<file path="src/verilog/dpl_map.svh">
`ifndef DPL_MAP_SVH
`define DPL_MAP_SVH

// ----------------------------------------------------------------
// command codes and parameter sector layout
// ----------------------------------------------------------------
`define DPL_OP_SET_PW 8'hF1
`define DPL_OP_UNLOCK 8'hF2
`define DPL_SECTOR_LAST 8'hFF
`define DPL_ID_BIT 0
`define DPL_LEVEL_BIT 8
`define DPL_PW_FIRST 8'h01
`define DPL_PW_LAST 8'h10
`define DPL_REV_WORD 8'h11
`define DPL_REV_NONE 16'h0000
`define DPL_REV_ALL 16'hFFFF
`define DPL_ATTEMPTS_INIT 3'h5

// ----------------------------------------------------------------
// device error and condition flag positions
// ----------------------------------------------------------------
`define DPL_ERR_ABORT_BIT 2
`define DPL_COND_BUSY_BIT 7
`define DPL_COND_READY_BIT 6
`define DPL_COND_DRQ_BIT 3
`define DPL_COND_ERR_BIT 0

// ----------------------------------------------------------------
// controller register map (byte addresses)
// ----------------------------------------------------------------
`define DPL_CTRL_OFS 8'h00
`define DPL_STAT_OFS 8'h04
`define DPL_PARAM_OFS 8'h40
`define DPL_PARAM_WORDS 18
`define DPL_STAT_BUSY_BIT 0
`define DPL_STAT_DONE_BIT 1
`define DPL_STAT_ABORT_BIT 2
`define DPL_STAT_MISMATCH_BIT 3
`define DPL_RESP_OKAY 2'b00
`define DPL_RESP_SLVERR 2'b10

`endif

</file>
<file path="src/verilog/dpl_pkg.sv">
package dpl_pkg;

	// ------------------------------------------------------------
	// device command sequencer states
	// ------------------------------------------------------------
	typedef enum logic [1:0] {
		DPL_D_IDLE = 2'b00,
		DPL_D_XFER = 2'b01,
		DPL_D_EXEC = 2'b10,
		DPL_D_DONE = 2'b11
	} dpl_dev_state_t;

	// ------------------------------------------------------------
	// controller link sequencer states
	// ------------------------------------------------------------
	typedef enum logic [2:0] {
		DPL_H_IDLE = 3'b000,
		DPL_H_CMD = 3'b001,
		DPL_H_WAIT = 3'b010,
		DPL_H_SEND = 3'b011,
		DPL_H_END = 3'b100
	} dpl_host_state_t;

endpackage : dpl_pkg

</file>
<file path="src/verilog/dpl_if.sv">
`timescale 1ns/1ps
// task-file link between controller and drive
interface dpl_if;
	logic cmd_wr;
	logic [7:0] cmd_code;
	logic dat_wr;
	logic [15:0] dat_word;
	logic [7:0] err_flags;
	logic [7:0] cond_flags;

	modport host (
		output cmd_wr,
		output cmd_code,
		output dat_wr,
		output dat_word,
		input err_flags,
		input cond_flags
	);

	modport dev (
		input cmd_wr,
		input cmd_code,
		input dat_wr,
		input dat_word,
		output err_flags,
		output cond_flags
	);
endinterface : dpl_if

</file>
<file path="src/verilog/dpl_host.sv">
`timescale 1ns/1ps
`include "dpl_map.svh"
// controller end: AXI4-Lite registers drive the task-file link
module dpl_host import dpl_pkg::*; #(
	parameter int AW = 8
) (
	input wire logic aclk,
	input wire logic aresetn,
	dpl_if.host link,
	input wire logic [AW-1:0] s_axi_awaddr,
	input wire logic s_axi_awvalid,
	output logic s_axi_awready,
	input wire logic [31:0] s_axi_wdata,
	input wire logic [3:0] s_axi_wstrb,
	input wire logic s_axi_wvalid,
	output logic s_axi_wready,
	output logic [1:0] s_axi_bresp,
	output logic s_axi_bvalid,
	input wire logic s_axi_bready,
	input wire logic [AW-1:0] s_axi_araddr,
	input wire logic s_axi_arvalid,
	output logic s_axi_arready,
	output logic [31:0] s_axi_rdata,
	output logic [1:0] s_axi_rresp,
	output logic s_axi_rvalid,
	input wire logic s_axi_rready
);
	dpl_host_state_t st_ff;
	logic [15:0] param_ff [`DPL_PARAM_WORDS];
	logic [AW-1:0] awa_ff;
	logic [31:0] wd_ff;
	logic [3:0] ws_ff;
	logic aw_ff;
	logic w_ff;
	logic do_wr;
	logic start;
	logic [7:0] scnt_ff;
	logic sent_ff;
	logic done_ff;
	logic abort_ff;
	logic mism_ff;
	logic [7:0] err_ff;
	logic [7:0] cond_ff;
	logic cmd_wr_ff;
	logic [7:0] cmd_ff;
	logic dat_wr_ff;
	logic [15:0] dat_ff;
	logic [AW-1:0] pidx;
	logic dev_bsy;

	// ------------------------------------------------------------
	// AXI4-Lite write side
	// ------------------------------------------------------------
	// address and data taken in either order; response after both
	always_ff @(posedge aclk) begin
		if (!aresetn) begin
			aw_ff <= 1'b0;
			w_ff <= 1'b0;
			awa_ff <= '0;
			wd_ff <= 32'h0000_0000;
			ws_ff <= 4'h0;
		end else if (do_wr) begin
			aw_ff <= 1'b0;
			w_ff <= 1'b0;
		end else begin
			// only a real handshake fills a slot, else a beat is taken twice
			if (s_axi_awvalid && s_axi_awready) begin
				aw_ff <= 1'b1;
				awa_ff <= s_axi_awaddr;
			end
			// strobes kept with the data: the master may move them later
			if (s_axi_wvalid && s_axi_wready) begin
				w_ff <= 1'b1;
				wd_ff <= s_axi_wdata;
				ws_ff <= s_axi_wstrb;
			end
		end
	end

	assign do_wr = aw_ff && w_ff && !s_axi_bvalid;
	assign pidx = (awa_ff - `DPL_PARAM_OFS) >> 2;
	// a start while the link is busy is dropped, not queued
	assign start = do_wr && awa_ff == `DPL_CTRL_OFS && ws_ff[0] &&
		st_ff == DPL_H_IDLE;
	assign dev_bsy = link.cond_flags[`DPL_COND_BUSY_BIT];

	// write response; unmapped addresses answer SLVERR
	always_ff @(posedge aclk) begin
		if (!aresetn) begin
			s_axi_bvalid <= 1'b0;
			s_axi_bresp <= `DPL_RESP_OKAY;
		end else if (do_wr) begin
			s_axi_bvalid <= 1'b1;
			s_axi_bresp <= (awa_ff == `DPL_CTRL_OFS ||
				(awa_ff >= `DPL_PARAM_OFS &&
				pidx < AW'(`DPL_PARAM_WORDS))) ?
				`DPL_RESP_OKAY : `DPL_RESP_SLVERR;
		end else if (s_axi_bready) begin
			s_axi_bvalid <= 1'b0;
		end
	end

	// ready stays high while the channel slot is free
	always_ff @(posedge aclk) begin
		if (!aresetn) begin
			s_axi_awready <= 1'b0;
			s_axi_wready <= 1'b0;
		end else begin
			s_axi_awready <= !aw_ff && !(s_axi_awvalid && s_axi_awready);
			s_axi_wready <= !w_ff && !(s_axi_wvalid && s_axi_wready);
		end
	end

	// parameter words 0..17; the rest of the sector goes out as zero
	for (genvar i = 0; i < `DPL_PARAM_WORDS; i++) begin : g_param
		always_ff @(posedge aclk) begin
			if (!aresetn) begin
				param_ff[i] <= 16'h0000;
			end else if (do_wr && awa_ff >= `DPL_PARAM_OFS &&
				pidx == AW'(i)) begin
				if (ws_ff[0]) param_ff[i][7:0] <= wd_ff[7:0];
				if (ws_ff[1]) param_ff[i][15:8] <= wd_ff[15:8];
			end
		end
	end

	// ------------------------------------------------------------
	// AXI4-Lite read side
	// ------------------------------------------------------------
	always_ff @(posedge aclk) begin
		if (!aresetn) begin
			s_axi_arready <= 1'b0;
			s_axi_rvalid <= 1'b0;
			s_axi_rdata <= 32'h0000_0000;
			s_axi_rresp <= `DPL_RESP_OKAY;
		end else if (s_axi_arvalid && s_axi_arready) begin
			s_axi_arready <= 1'b0;
			s_axi_rvalid <= 1'b1;
			s_axi_rresp <= `DPL_RESP_OKAY;
			if (s_axi_araddr == `DPL_STAT_OFS) begin
				s_axi_rdata <= {8'h00, cond_ff, err_ff, 4'h0, mism_ff,
					abort_ff, done_ff, st_ff != DPL_H_IDLE};
			end else if (s_axi_araddr == `DPL_CTRL_OFS) begin
				s_axi_rdata <= {24'h00_0000, cmd_ff};
			end else begin
				s_axi_rdata <= 32'h0000_0000;
				s_axi_rresp <= `DPL_RESP_SLVERR;
			end
		end else if (s_axi_rvalid) begin
			if (s_axi_rready) begin
				s_axi_rvalid <= 1'b0;
			end
		end else begin
			s_axi_arready <= 1'b1;
		end
	end

	// ------------------------------------------------------------
	// link sequencer
	// ------------------------------------------------------------
	// command strobe, wait for data request, one sector, wait idle
	always_ff @(posedge aclk) begin
		if (!aresetn) begin
			st_ff <= DPL_H_IDLE;
			cmd_wr_ff <= 1'b0;
			cmd_ff <= 8'h00;
			dat_wr_ff <= 1'b0;
			dat_ff <= 16'h0000;
			scnt_ff <= 8'h00;
		end else begin
			unique case (st_ff)
				DPL_H_IDLE: begin
					if (start) begin
						st_ff <= DPL_H_CMD;
						cmd_wr_ff <= 1'b1;
						cmd_ff <= wd_ff[7:0];
					end
				end
				DPL_H_CMD: begin
					cmd_wr_ff <= 1'b0;
					st_ff <= DPL_H_WAIT;
				end
				DPL_H_WAIT: begin
					scnt_ff <= 8'h00;
					if (link.cond_flags[`DPL_COND_DRQ_BIT]) begin
						st_ff <= DPL_H_SEND;
					end else if (!dev_bsy) begin
						st_ff <= DPL_H_IDLE;
					end
				end
				DPL_H_SEND: begin
					dat_wr_ff <= 1'b1;
					dat_ff <= scnt_ff < 8'(`DPL_PARAM_WORDS) ?
						param_ff[scnt_ff[4:0]] : 16'h0000;
					scnt_ff <= scnt_ff + 8'h01;
					if (scnt_ff == `DPL_SECTOR_LAST) begin
						st_ff <= DPL_H_END;
					end
				end
				DPL_H_END: begin
					dat_wr_ff <= 1'b0;
					if (!dev_bsy) begin
						st_ff <= DPL_H_IDLE;
					end
				end
				default: st_ff <= DPL_H_IDLE;
			endcase
		end
	end

	// outcome: an abort after the sector went out is a mismatch
	always_ff @(posedge aclk) begin
		if (!aresetn) begin
			sent_ff <= 1'b0;
			done_ff <= 1'b0;
			abort_ff <= 1'b0;
			mism_ff <= 1'b0;
			err_ff <= 8'h00;
			cond_ff <= 8'h00;
		end else if (start) begin
			sent_ff <= 1'b0;
			done_ff <= 1'b0;
			abort_ff <= 1'b0;
			mism_ff <= 1'b0;
		end else if (st_ff == DPL_H_SEND) begin
			sent_ff <= 1'b1;
		end else if ((st_ff == DPL_H_WAIT || st_ff == DPL_H_END) &&
			!dev_bsy && !link.cond_flags[`DPL_COND_DRQ_BIT]) begin
			done_ff <= 1'b1;
			err_ff <= link.err_flags;
			cond_ff <= link.cond_flags;
			abort_ff <= link.err_flags[`DPL_ERR_ABORT_BIT];
			mism_ff <= link.err_flags[`DPL_ERR_ABORT_BIT] && sent_ff;
		end
	end

	assign link.cmd_wr = cmd_wr_ff;
	assign link.cmd_code = cmd_ff;
	assign link.dat_wr = dat_wr_ff;
	assign link.dat_word = dat_ff;
endmodule : dpl_host

</file>
<file path="src/flat_wrapper.sv">
// flat-port wrapper written by rule: the top's interface ports become plain ports
module dpl_host_flat import dpl_pkg::*;
#(
	parameter int AW = 8
)
  (aclk, aresetn, s_axi_awaddr, s_axi_awvalid, s_axi_awready, s_axi_wdata, s_axi_wstrb, s_axi_wvalid, s_axi_wready, s_axi_bresp, s_axi_bvalid, s_axi_bready, s_axi_araddr, s_axi_arvalid, s_axi_arready, s_axi_rdata, s_axi_rresp, s_axi_rvalid, s_axi_rready, link_cmd_wr, link_cmd_code, link_dat_wr, link_dat_word, link_err_flags, link_cond_flags);
  dpl_if link_i ();
  input wire logic aclk;
  input wire logic aresetn;
  input wire logic [AW-1:0] s_axi_awaddr;
  input wire logic s_axi_awvalid;
  output logic s_axi_awready;
  input wire logic [31:0] s_axi_wdata;
  input wire logic [3:0] s_axi_wstrb;
  input wire logic s_axi_wvalid;
  output logic s_axi_wready;
  output logic [1:0] s_axi_bresp;
  output logic s_axi_bvalid;
  input wire logic s_axi_bready;
  input wire logic [AW-1:0] s_axi_araddr;
  input wire logic s_axi_arvalid;
  output logic s_axi_arready;
  output logic [31:0] s_axi_rdata;
  output logic [1:0] s_axi_rresp;
  output logic s_axi_rvalid;
  input wire logic s_axi_rready;
  output wire logic [$bits(link_i.cmd_wr)-1:0] link_cmd_wr;
  output wire logic [$bits(link_i.cmd_code)-1:0] link_cmd_code;
  output wire logic [$bits(link_i.dat_wr)-1:0] link_dat_wr;
  output wire logic [$bits(link_i.dat_word)-1:0] link_dat_word;
  input wire logic [$bits(link_i.err_flags)-1:0] link_err_flags;
  input wire logic [$bits(link_i.cond_flags)-1:0] link_cond_flags;
  assign link_cmd_wr = link_i.cmd_wr;
  assign link_cmd_code = link_i.cmd_code;
  assign link_dat_wr = link_i.dat_wr;
  assign link_dat_word = link_i.dat_word;
  assign link_i.err_flags = link_err_flags;
  assign link_i.cond_flags = link_cond_flags;
  dpl_host #(.AW(AW)) u_core (.aclk(aclk), .aresetn(aresetn), .link(link_i), .s_axi_awaddr(s_axi_awaddr), .s_axi_awvalid(s_axi_awvalid), .s_axi_awready(s_axi_awready), .s_axi_wdata(s_axi_wdata), .s_axi_wstrb(s_axi_wstrb), .s_axi_wvalid(s_axi_wvalid), .s_axi_wready(s_axi_wready), .s_axi_bresp(s_axi_bresp), .s_axi_bvalid(s_axi_bvalid), .s_axi_bready(s_axi_bready), .s_axi_araddr(s_axi_araddr), .s_axi_arvalid(s_axi_arvalid), .s_axi_arready(s_axi_arready), .s_axi_rdata(s_axi_rdata), .s_axi_rresp(s_axi_rresp), .s_axi_rvalid(s_axi_rvalid), .s_axi_rready(s_axi_rready));
endmodule
</file>
<file path="config.mk">
export PLATFORM = sky130hd
export DESIGN_NAME = dpl_host_flat
export DESIGN_NICKNAME = d
export VERILOG_FILES = /design/src/verilog/dpl_pkg.sv /design/src/verilog/dpl_if.sv /design/src/verilog/dpl_host.sv /design/src/flat_wrapper.sv
export VERILOG_INCLUDE_DIRS = /design/src /design/src/verilog
export SDC_FILE = /design/constraint.sdc
export NUM_CORES = 1
export LEC_CHECK = 0
export ABC_AREA = 1
export BUFFER_PORTS_ARGS = -buffer_cell sky130_fd_sc_hd__buf_2
export CORE_UTILIZATION = 55
export DETAILED_ROUTE_END_ITERATION = 8
export PLACE_DENSITY = 0.79
export SYNTH_ARGS = -nofsm -noshare
export SYNTH_HDL_FRONTEND = slang
export SYNTH_SLANG_ARGS = --single-unit
export TNS_END_PERCENT = 10
</file>
<file path="constraint.sdc">
create_clock -name aclk -period 1.8 [get_ports aclk]
set_input_delay 0.18 -clock aclk [delete_from_list [all_inputs] [get_ports aclk]]
set_output_delay 0.18 -clock aclk [all_outputs]
set_load 0.005 [all_outputs]
</file>
Word-level counts from Yosys, hierarchy flattened
Memory sizes are Yosys's and may differ from the RTL's. A register that Yosys moved wholly into a read port is not among the register bits.
Cells that the tools add are included.
Widths: inputs -> output; s select.
{"block": "word_totals", "reg_bits": 126, "mem_bits_rw": 288, "inputBits": 75, "output_inout_bits": 67, "elab_cells": 326, "mem_count": 1}
{"block": "classes", "addsub": 2, "magnitude_cmp": 3, "eq_ne": 25, "mux": 169, "bitwise": 40, "reduce_logical": 61}
{"memory": "u_core.param_ff", "words": 18, "word_bits": 16, "rd": 1, "rd_ports_with_merged_regs": 1, "wr": 18, "line": "dpl_host.sv:29", "rtl": "logic [15:0] param_ff [`DPL_PARAM_WORDS];"}
{"op": "$mux 8", "n": 37}
{"op": "$mux 1", "n": 117}
{"op": "$eq 6x4->1 const B", "n": 8}
{"op": "$or 1x1->1", "n": 36}
{"op": "$logic_and 1x1->1", "n": 33}
{"op": "$mux 32", "n": 1}
{"op": "$eq 6x3->1 const B", "n": 4}
{"op": "$logic_not 8->1", "n": 3}
{"op": "$mux 16", "n": 1}
{"op": "$pmux 8 s2", "n": 1}
{"op": "$pmux 3 s5", "n": 1}
{"op": "$eq 6x2->1 const B", "n": 2}
{"op": "$eq 6x5->1 const B", "n": 2}
{"op": "$mux 3", "n": 4}
{"op": "$reduce_and 2->1", "n": 6}
{"op": "$mux 5", "n": 2}
{"op": "$add 8x1->8 const B", "n": 1}
{"op": "$eq 8x3->1 const B", "n": 1}
{"op": "$eq 8x8->1 const B", "n": 1}
{"op": "$ge 8x7->1 const B", "n": 1}
{"op": "$lt 8x5->1 const B", "n": 1}
{"op": "$reduce_bool 2->1", "n": 4}
{"op": "$sub 8x7->8 const B", "n": 1}
{"op": "$logic_not 1->1", "n": 7}
{"op": "other kinds (14)", "n": 25}

Logic depth before layout (Yosys ltp)
Gate-level depths: netlist of the first run.
{"block": "depth", "depth_word": 8, "ltp_mapped": 11, "mapped_depth_nobuf": 9}

Least setup slack after synthesis of the first run
No wires, ideal clock.
{"block": "synth_path", "path_kind": "register to register", "from": "register u_core.awa_ff[7]", "to": "memory u_core.param_ff[11][10], enable pin", "arrival_ps": 1633, "required_ps": 1471, "slack_ps": -162, "stages_incl_launch_ff": 8, "path_buffers": 1, "synth_period_minus_slack_ps": 1962, "path_cell_list": "dfxtp_1 inv_1 ha_1 inv_1 clkbuf_1 nor3_1 nand4_1 nand2_1"}
{"item": "start: declaration", "line": "dpl_host.sv:30", "rtl": "logic [AW-1:0] awa_ff;"}
{"item": "start signal: assignment", "line": "dpl_host.sv:69", "rtl": "awa_ff <= s_axi_awaddr;"}
{"item": "end: declaration", "line": "dpl_host.sv:29"}

==> results of run 1 <==
==> logic make-up (layout without fill, tap and decap cells) <==
logic type,count (synthesis),count (layout),synth area share [%]
adder cells (fa/ha/maj),4,4,0.266
buffers and inverters,365,606,7.93
AND/OR/NAND/NOR,1141,1141,27.5
flip-flops,409,409,58.8
AO/OA/AOI/OAI,199,199,5.52
other,1,10,0.0199
==> cell usage in the layout, fill, tap and decap left out, types with 55 or more instances in the layout <==
master and instances:
dfxtp_1 113, nand3_1 202, buf_4 110, a21oi_1 107, nand2_1 497, nor2_1 110
inv_1 186, buf_2 112, nor3_1 143, o21ai_0 72, edfxtp_1 288, nor3_2 55
==> worst register-to-register path, stage by stage, from the launching register on <==
cell and delay, ns:
dfxtp_1 0.31, nor2_1 0.14, nand2_2 0.10, o21ai_4 0.19, buf_12 0.16, buf_12 0.13, buf_12 0.11, nand4_1 0.22
buf_6 0.25, nor3_2 0.13
==> worst paths after layout <==
check | endpoint | slack, ns
min reg2reg | u_core.wd_ff[14]$_SDFFE_PN0P_ | 0.46
min | u_core.s_axi_rresp[1]$_SDFFE_PN0P_ | 0.05
max reg2reg | u_core.param_ff[11][12]$_SDFFCE_PN0P_ | -0.09
max | u_core.param_ff[11][12]$_SDFFCE_PN0P_ | -0.09
==> sequential cells by signal (all words and copies together), names as in the netlist, 2 cells and up, named ones only <==
signal	flops
u_core.awa_ff	8
u_core.link.cmd_code	8
u_core.err_ff	8
u_core.link.dat_word	16
u_core.scnt_ff	8
u_core.s_axi_rdata	24
u_core.ws_ff	2
u_core.wd_ff	16
u_core.st_ff	3
u_core.cond_ff	8
u_core.param_ff	288
==> power groups by stage <==
stage	Clock (uW)	Combinational [uW]	Sequential [uW]
after floorplan	0	863	10600
after global placement	0	1470	10600
after detailed placement	0	1510	10600
after CTS	8720	1630	10400
after global routing	9120	1970	10500
final	8760	1860	10500
==> timing repair <==
item                       CTS  global route
pin swaps                    6            24
hold endpoints to repair    51             0
buffers inserted             2            13
resized for setup           41           173
hold buffers                46             0
setup endpoints to repair  485           593
==> per-stage QoR <==
step	setup TNS, ns	std cells	power, uW	util (%)	hold slack, ns
floorplan	-3.99	2128	11500	-	0.294
global placement	-7.92	2680	12100	62.0	0.381
detailed placement	-24.80	2680	12100	62.0	0.391
CTS	-6.69	2806	20800	68.0	0.0358
global route	-16.63	2817	21600	70.5	0.0818
finish	-3.49	2817	21100	70.5	0.0495
==> layout make-up <==
cell class	instances	area, sq um	share of cell area, %
multi-input combinational	1354	7110	30.0
sequential	409	11100	46.8
clock inverter	18	180	0.760
tap	448	561	2.37
timing repair buffer	323	2770	11.7
inverter	205	783	3.31
clock buffer	60	1200	5.08
==> routing by layer <==
metal  vias up  part of all wire [%]  global-route usage, %
met5         -                     0                      0
met4         0                   4.0                   11.6
met3       166                    10                   4.48
met2      1042                    49                   49.9
met1      7817                    36                   37.6
li1       7505                     -                      -
==> results.cfg, run 1 <==
[clock_tree]
cts_tree = yes
clkSlewWorstSetupHoldPaths_ns = 0.06
numCtsBuffers = 42
clkLatencyLatePin_ns = 0.57
cts_buffer_depth = 3
htree_levels = 2
ctsRootBufferMaster = clkbuf_16
cts_num_sinks = 409

[floorplanning]
ios = 142
die_h_um = 187
die_area_sq_mm = 0.0350
num_rows = 67
core_area_sq_mm = 0.0336
die_w_um = 187
initial_core_util_pct = 56.0

[setup_path]
slowest_stage = dfxtp_1
cp-end-kind = flop
critPathMaxStageDelay_ns = 0.31
worst-path-stages = 9
cp_cell_sequence = nor2_1 -> nand2_2 -> o21ai_4 -> buf_12 -> buf_12 -> buf_12 -> nand4_1 -> buf_6 -> nor3_2
crit_type = reg -> reg
r2r-start = u_core.awa_ff[2]$_SDFFE_PN0P_
crit_buf_inv = 4
start_kind = flop
cpLargestDelayFamily = buffers and inverters
worstPathArrival_ns = 2.28
cp_common_cell = buf_12
critPathLaunch = u_core.awa_ff[2]$_SDFFE_PN0P_
critPathMaxFanout = 8
crit_required_ns = 2.19
reg2regPathDepth = 9

[sta]
setup_violations = 141
maxSlewHeadroom_pct = 59.9
hold_violations = 0
period_share_pct = 105
slew_violations = 0
skew_ns = 0.0240
rsz0062_at_grt = yes
fmax_mhz = 529
worst_pin_slew_ns = 0.601
layout_setup_ws_ns = -0.0896
post-route-min-period_ns = 1.89

[min_path]
hp-start = s_axi_araddr[2]
holdPathStages = 5
hold_class = in -> reg

[run_status]
status = complete, but fails checks
violations = setup timing

[route]
wl_per_cell_um = 19.6
num_vias = 16500
vias_per_cell = 5.87
ant_nets = 0
dr.first_iter.drc_count = 2083
drcViolationCount = 0
firstDrtPassIters = 6
drt_wl_total_um = 55100

[pwr]
p_sw_uw = 5110
power.share.clock_pct = 41.6
combPwrFrac_pct = 8.8
power.leakage_uw = 0.00964
sequentialPowerShare_pct = 49.6
ir_drop_uv = 817
power_density_mw_per_mm2 = 889
switching_share_pct = 24.2
p_int_uw = 16000

[synthesis]
synth.most_common_cell = nand2_1
synth_area_sq_mm = 0.0188
ys_top_cells_by_count = 535 x nand2_1, 288 x edfxtp_1, 209 x nand3_1, 206 x nor3_1, 191 x inv_1
synthTopCellsByArea = edfxtp_1 46%, dfxtp_1 13%, nand2_1 11%
synth_top_area_share_pct = 45.9
synth-async-reset-ratio_pct = 0
synth_seq_cells = 409
ys.flop_type = edfxtp_1
syn_inst = 2119
ys_seq_area_share_pct = 58.8
ys_warn_count = 0
yosysUniqueCellTypes = 36
synth_largest_area_cell = edfxtp_1
syn_avg_cell_area_sq_um = 8.88
synth-edff-count = 288

[placed_design]
place_area_sq_mm = 0.0208
routabilityCongestion = 0.913
port_buffers = 113
dpl_worst_slack_ns = -0.160
place_hpwl_um = 32500

[run]
drv_cap = 0

[grt]
grt_pass1_vias = 15700
grt_pass1_wl_um = 81200
grt_overflow = 0
antenna_found_initial = 0
grt_usage_pct = 29.3
grt_max_degree = 81

[finish]
finalNetCount = 2414
fillers = 2188
drive_above_1_share_pct = 23.0
insertedDiodeCount = 0
design_area_sq_mm = 0.0237
area_growth_pct = 25.9
Note: power is estimated with default switching activity, not from simulation.
==> inputs of run 2 (changes only) <==
--- a/config.mk
+++ b/config.mk
@@ -8,9 +8,10 @@
 export LEC_CHECK = 0
 export ABC_AREA = 1
 export BUFFER_PORTS_ARGS = -buffer_cell sky130_fd_sc_hd__buf_2
-export CORE_UTILIZATION = 55
+export CORE_UTILIZATION = 60
 export DETAILED_ROUTE_END_ITERATION = 8
-export PLACE_DENSITY = 0.79
+export MAX_ROUTING_LAYER = met4
+export PLACE_DENSITY = 0.82
 export SYNTH_ARGS = -nofsm -noshare
 export SYNTH_HDL_FRONTEND = slang
 export SYNTH_SLANG_ARGS = --single-unit
==> constraint.sdc (replaced) <==
create_clock -name aclk -period 1.9 [get_ports aclk]
set_input_delay 0.19 -clock aclk [delete_from_list [all_inputs] [get_ports aclk]]
set_output_delay 0.19 -clock aclk [all_outputs]
set_load 0.005 [all_outputs]
==> results.cfg, run 2 (synthesized netlist as in run 1, its figures left out) <==
[grt]
grt_overflow = 0
grt_max_degree = 78
grt_pass1_vias = 15600
grt_pass1_wl_um = 80400
grt_usage_pct = 33.6
antenna_found_initial = 1

[pwr]
combPwrFrac_pct = 8.0
power_density_mw_per_mm2 = 863
ir_drop_uv = 760
switching_share_pct = 23.8
p_sw_uw = 4670
sequentialPowerShare_pct = 50.4
p_int_uw = 15000
power.leakage_uw = 0.00931
power.share.clock_pct = 41.6

[run_status]
status = complete, but fails checks
violations = DRC, setup timing

[finish]
finalNetCount = 2388
fillers = 1993
drive_above_1_share_pct = 19.0
final_cell_mix = 513 x nand2_1, 288 x edfxtp_1, 208 x nand3_1
area_growth_pct = 21.1
fin_util_pct = 74.1
largest_register_ffs = 288
top_regs = u_core.param_ff x288, u_core.s_axi_rdata x24
final_common_cell = nand2_1
stdcell_count = 2739
largest-register = u_core.param_ff

[placed_design]
port_buffers = 113
place_hpwl_um = 31800
dp_cells = 2614
routabilityCongestion = 0.961

[min_path]
holdPathStages = 3
whs_endpoint = u_core.awa_ff[4]$_SDFFE_PN0P_
hold_class = in -> reg
hp-start = s_axi_awaddr[4]

[setup_path]
cp_cell_sequence = inv_2 -> ha_4 -> clkinvlp_4 -> buf_12 -> nor3_2 -> buf_4 -> nand3_4 -> nor2_4 -> buf_4 -> nand3_2 -> nor2_1
critPathMaxStageDelay_ns = 0.31
critPathMaxFanout = 10
reg2reg_to = u_core.param_ff[12][14]$_SDFFCE_PN0P_
crit_type = reg -> reg
start_kind = flop
worstPathArrival_ns = 2.38
crit_required_ns = 2.28
reg2reg_slack_ns = -0.1
reg2regPathDepth = 11
cp-end-kind = flop
cp_common_cell = buf_4
r2r-start = u_core.awa_ff[7]$_SDFFE_PN0P_
slowest_stage = dfxtp_1

[floorplanning]
ios = 142
num_rows = 64
initial_core_util_pct = 61.2
core_area_sq_mm = 0.0307
die_w_um = 179
die_h_um = 179
die_area_sq_mm = 0.0321

[sta]
slew_violations = 0
setup_violations = 167
holdWs_ns = 0.0238
worst_pin_slew_ns = 0.717
skew_ns = 0.0161
post-route-min-period_ns = 2.00
hold_violations = 0
period_share_pct = 105
rsz0062_at_grt = yes
tns_ns = -5.15
layout_setup_ws_ns = -0.0964
maxSlewHeadroom_pct = 52.2
fmax_mhz = 501

[clock_tree]
ctsRootBufferMaster = clkbuf_16
numCtsBuffers = 41
clkSlewWorstSetupHoldPaths_ns = 0.07
htree_levels = 2
clkLatencyLatePin_ns = 0.55
cts_tree = yes
cts_num_sinks = 409
cts_buffer_depth = 3

[route]
firstDrtPassIters = 8
num_vias = 16400
dr.first_iter.drc_count = 2075
ant_nets = 0
vias_per_cell = 6.00
drt_wl_total_um = 53000
wl_per_cell_um = 19.3
drcViolationCount = 8

[run]
drv_cap = 0
-- run 2: changes by cell type in the layout (fill, tap and decap cells not counted), moves of 6 or more --
cell / before / now
nand2_2: 29 / 21
nor3_2: 55 / 36
buf_6: 20 / 10
nand2_4: 10 / 2
nand2_1: 497 / 513
buf_12: 31 / 24
nor2_2: 24 / 5
nor2_1: 110 / 131
nor3_1: 143 / 170
nand3_1: 202 / 208
nor3_4: 10 / 2
-- run 2: routing by layer --
| layer | track usage (%) | share of wire (%) | up-vias |
|---|---|---|---|
| li1 | - | - | 7450 |
| met1 | 41.8 | 37 | 7759 |
| met2 | 54.7 | 49 | 1057 |
| met3 | 5.41 | 10 | 165 |
| met4 | 14.3 | 3.8 | 0 |
| met5 | - | 0 | - |
-- run 2: worst max-delay path by stage --
stage	startpoint	endpoint	cells past startpoint	slack (ns)
final	u_core.awa_ff[7]$_SDFFE_PN0P_	u_core.param_ff[12][14]$_SDFFCE_PN0P_	11	-0.1
after global routing	u_core.awa_ff[7]$_SDFFE_PN0P_	u_core.param_ff[12][14]$_SDFFCE_PN0P_	11	-0.14
after CTS	u_core.awa_ff[7]$_SDFFE_PN0P_	u_core.param_ff[8][13]$_SDFFCE_PN0P_	11	-0.05
after detailed placement	u_core.awa_ff[7]$_SDFFE_PN0P_	u_core.param_ff[4][0]$_SDFFCE_PN0P_	7	-0.15
after global placement	u_core.awa_ff[7]$_SDFFE_PN0P_	u_core.param_ff[12][10]$_SDFFCE_PN0P_	9	-0.03
after floorplan	u_core.awa_ff[7]$_SDFFE_PN0P_	u_core.param_ff[10][0]$_SDFFCE_PN0P_	7	-0.02
-- run 2: final cells by class --
cell class	count	area (sq um)	area share (%)
flip-flops and latches	409	11100	48.6
clock buffers	56	1190	5.21
diodes	1	2.50	0.0110
inverters	205	779	3.42
well taps	396	495	2.17
clock inverters	20	179	0.785
multi-input cells	1354	6640	29.2
repair buffers	298	2420	10.6
-- run 2: power by group through the flow --
| stage | registers [uW] | logic (uW) | clock network (uW) |
|---|---|---|---|
| after floorplan | 10000 | 811 | 0 |
| after global placement | 10100 | 1300 | 0 |
| after detailed placement | 10100 | 1340 | 0 |
| after CTS | 9890 | 1450 | 8150 |
| after global routing | 9920 | 1670 | 8530 |
| final | 9900 | 1570 | 8190 |
-- run 2: stage by stage --
stage / cell area (sq um) / setup WS [ns] / power, uW
2_1_floorplan: 18900 / -0.0233 / 10900
3_3_place_gp: 20500 / -0.0342 / 11400
3_5_place_dp: 20500 / -0.149 / 11400
4_1_cts: 22500 / -0.0499 / 19500
5_1_grt: 22800 / -0.138 / 20100
6_report: 22800 / -0.0964 / 19700
-- run 2: worst max-delay path: cells and delay by family, from the launching register on --
kind                       cells  cell delay [ns]
and+or+nand+nor                5             0.71
buffers and inverters          5             0.67
DFF                            1             0.31
adders and majority gates      1             0.15
-- run 2: what timing repair did --
| action | in CTS | in global routing |
|---|---|---|
| hold buffers | 44 | 0 |
| setup buffers | 2 | 2 |
| pin swaps | 4 | 6 |
| setup endpoints to repair | 290 | 486 |
| endpoints found under the hold margin | 48 | 0 |
| gates resized for setup | 25 | 67 |
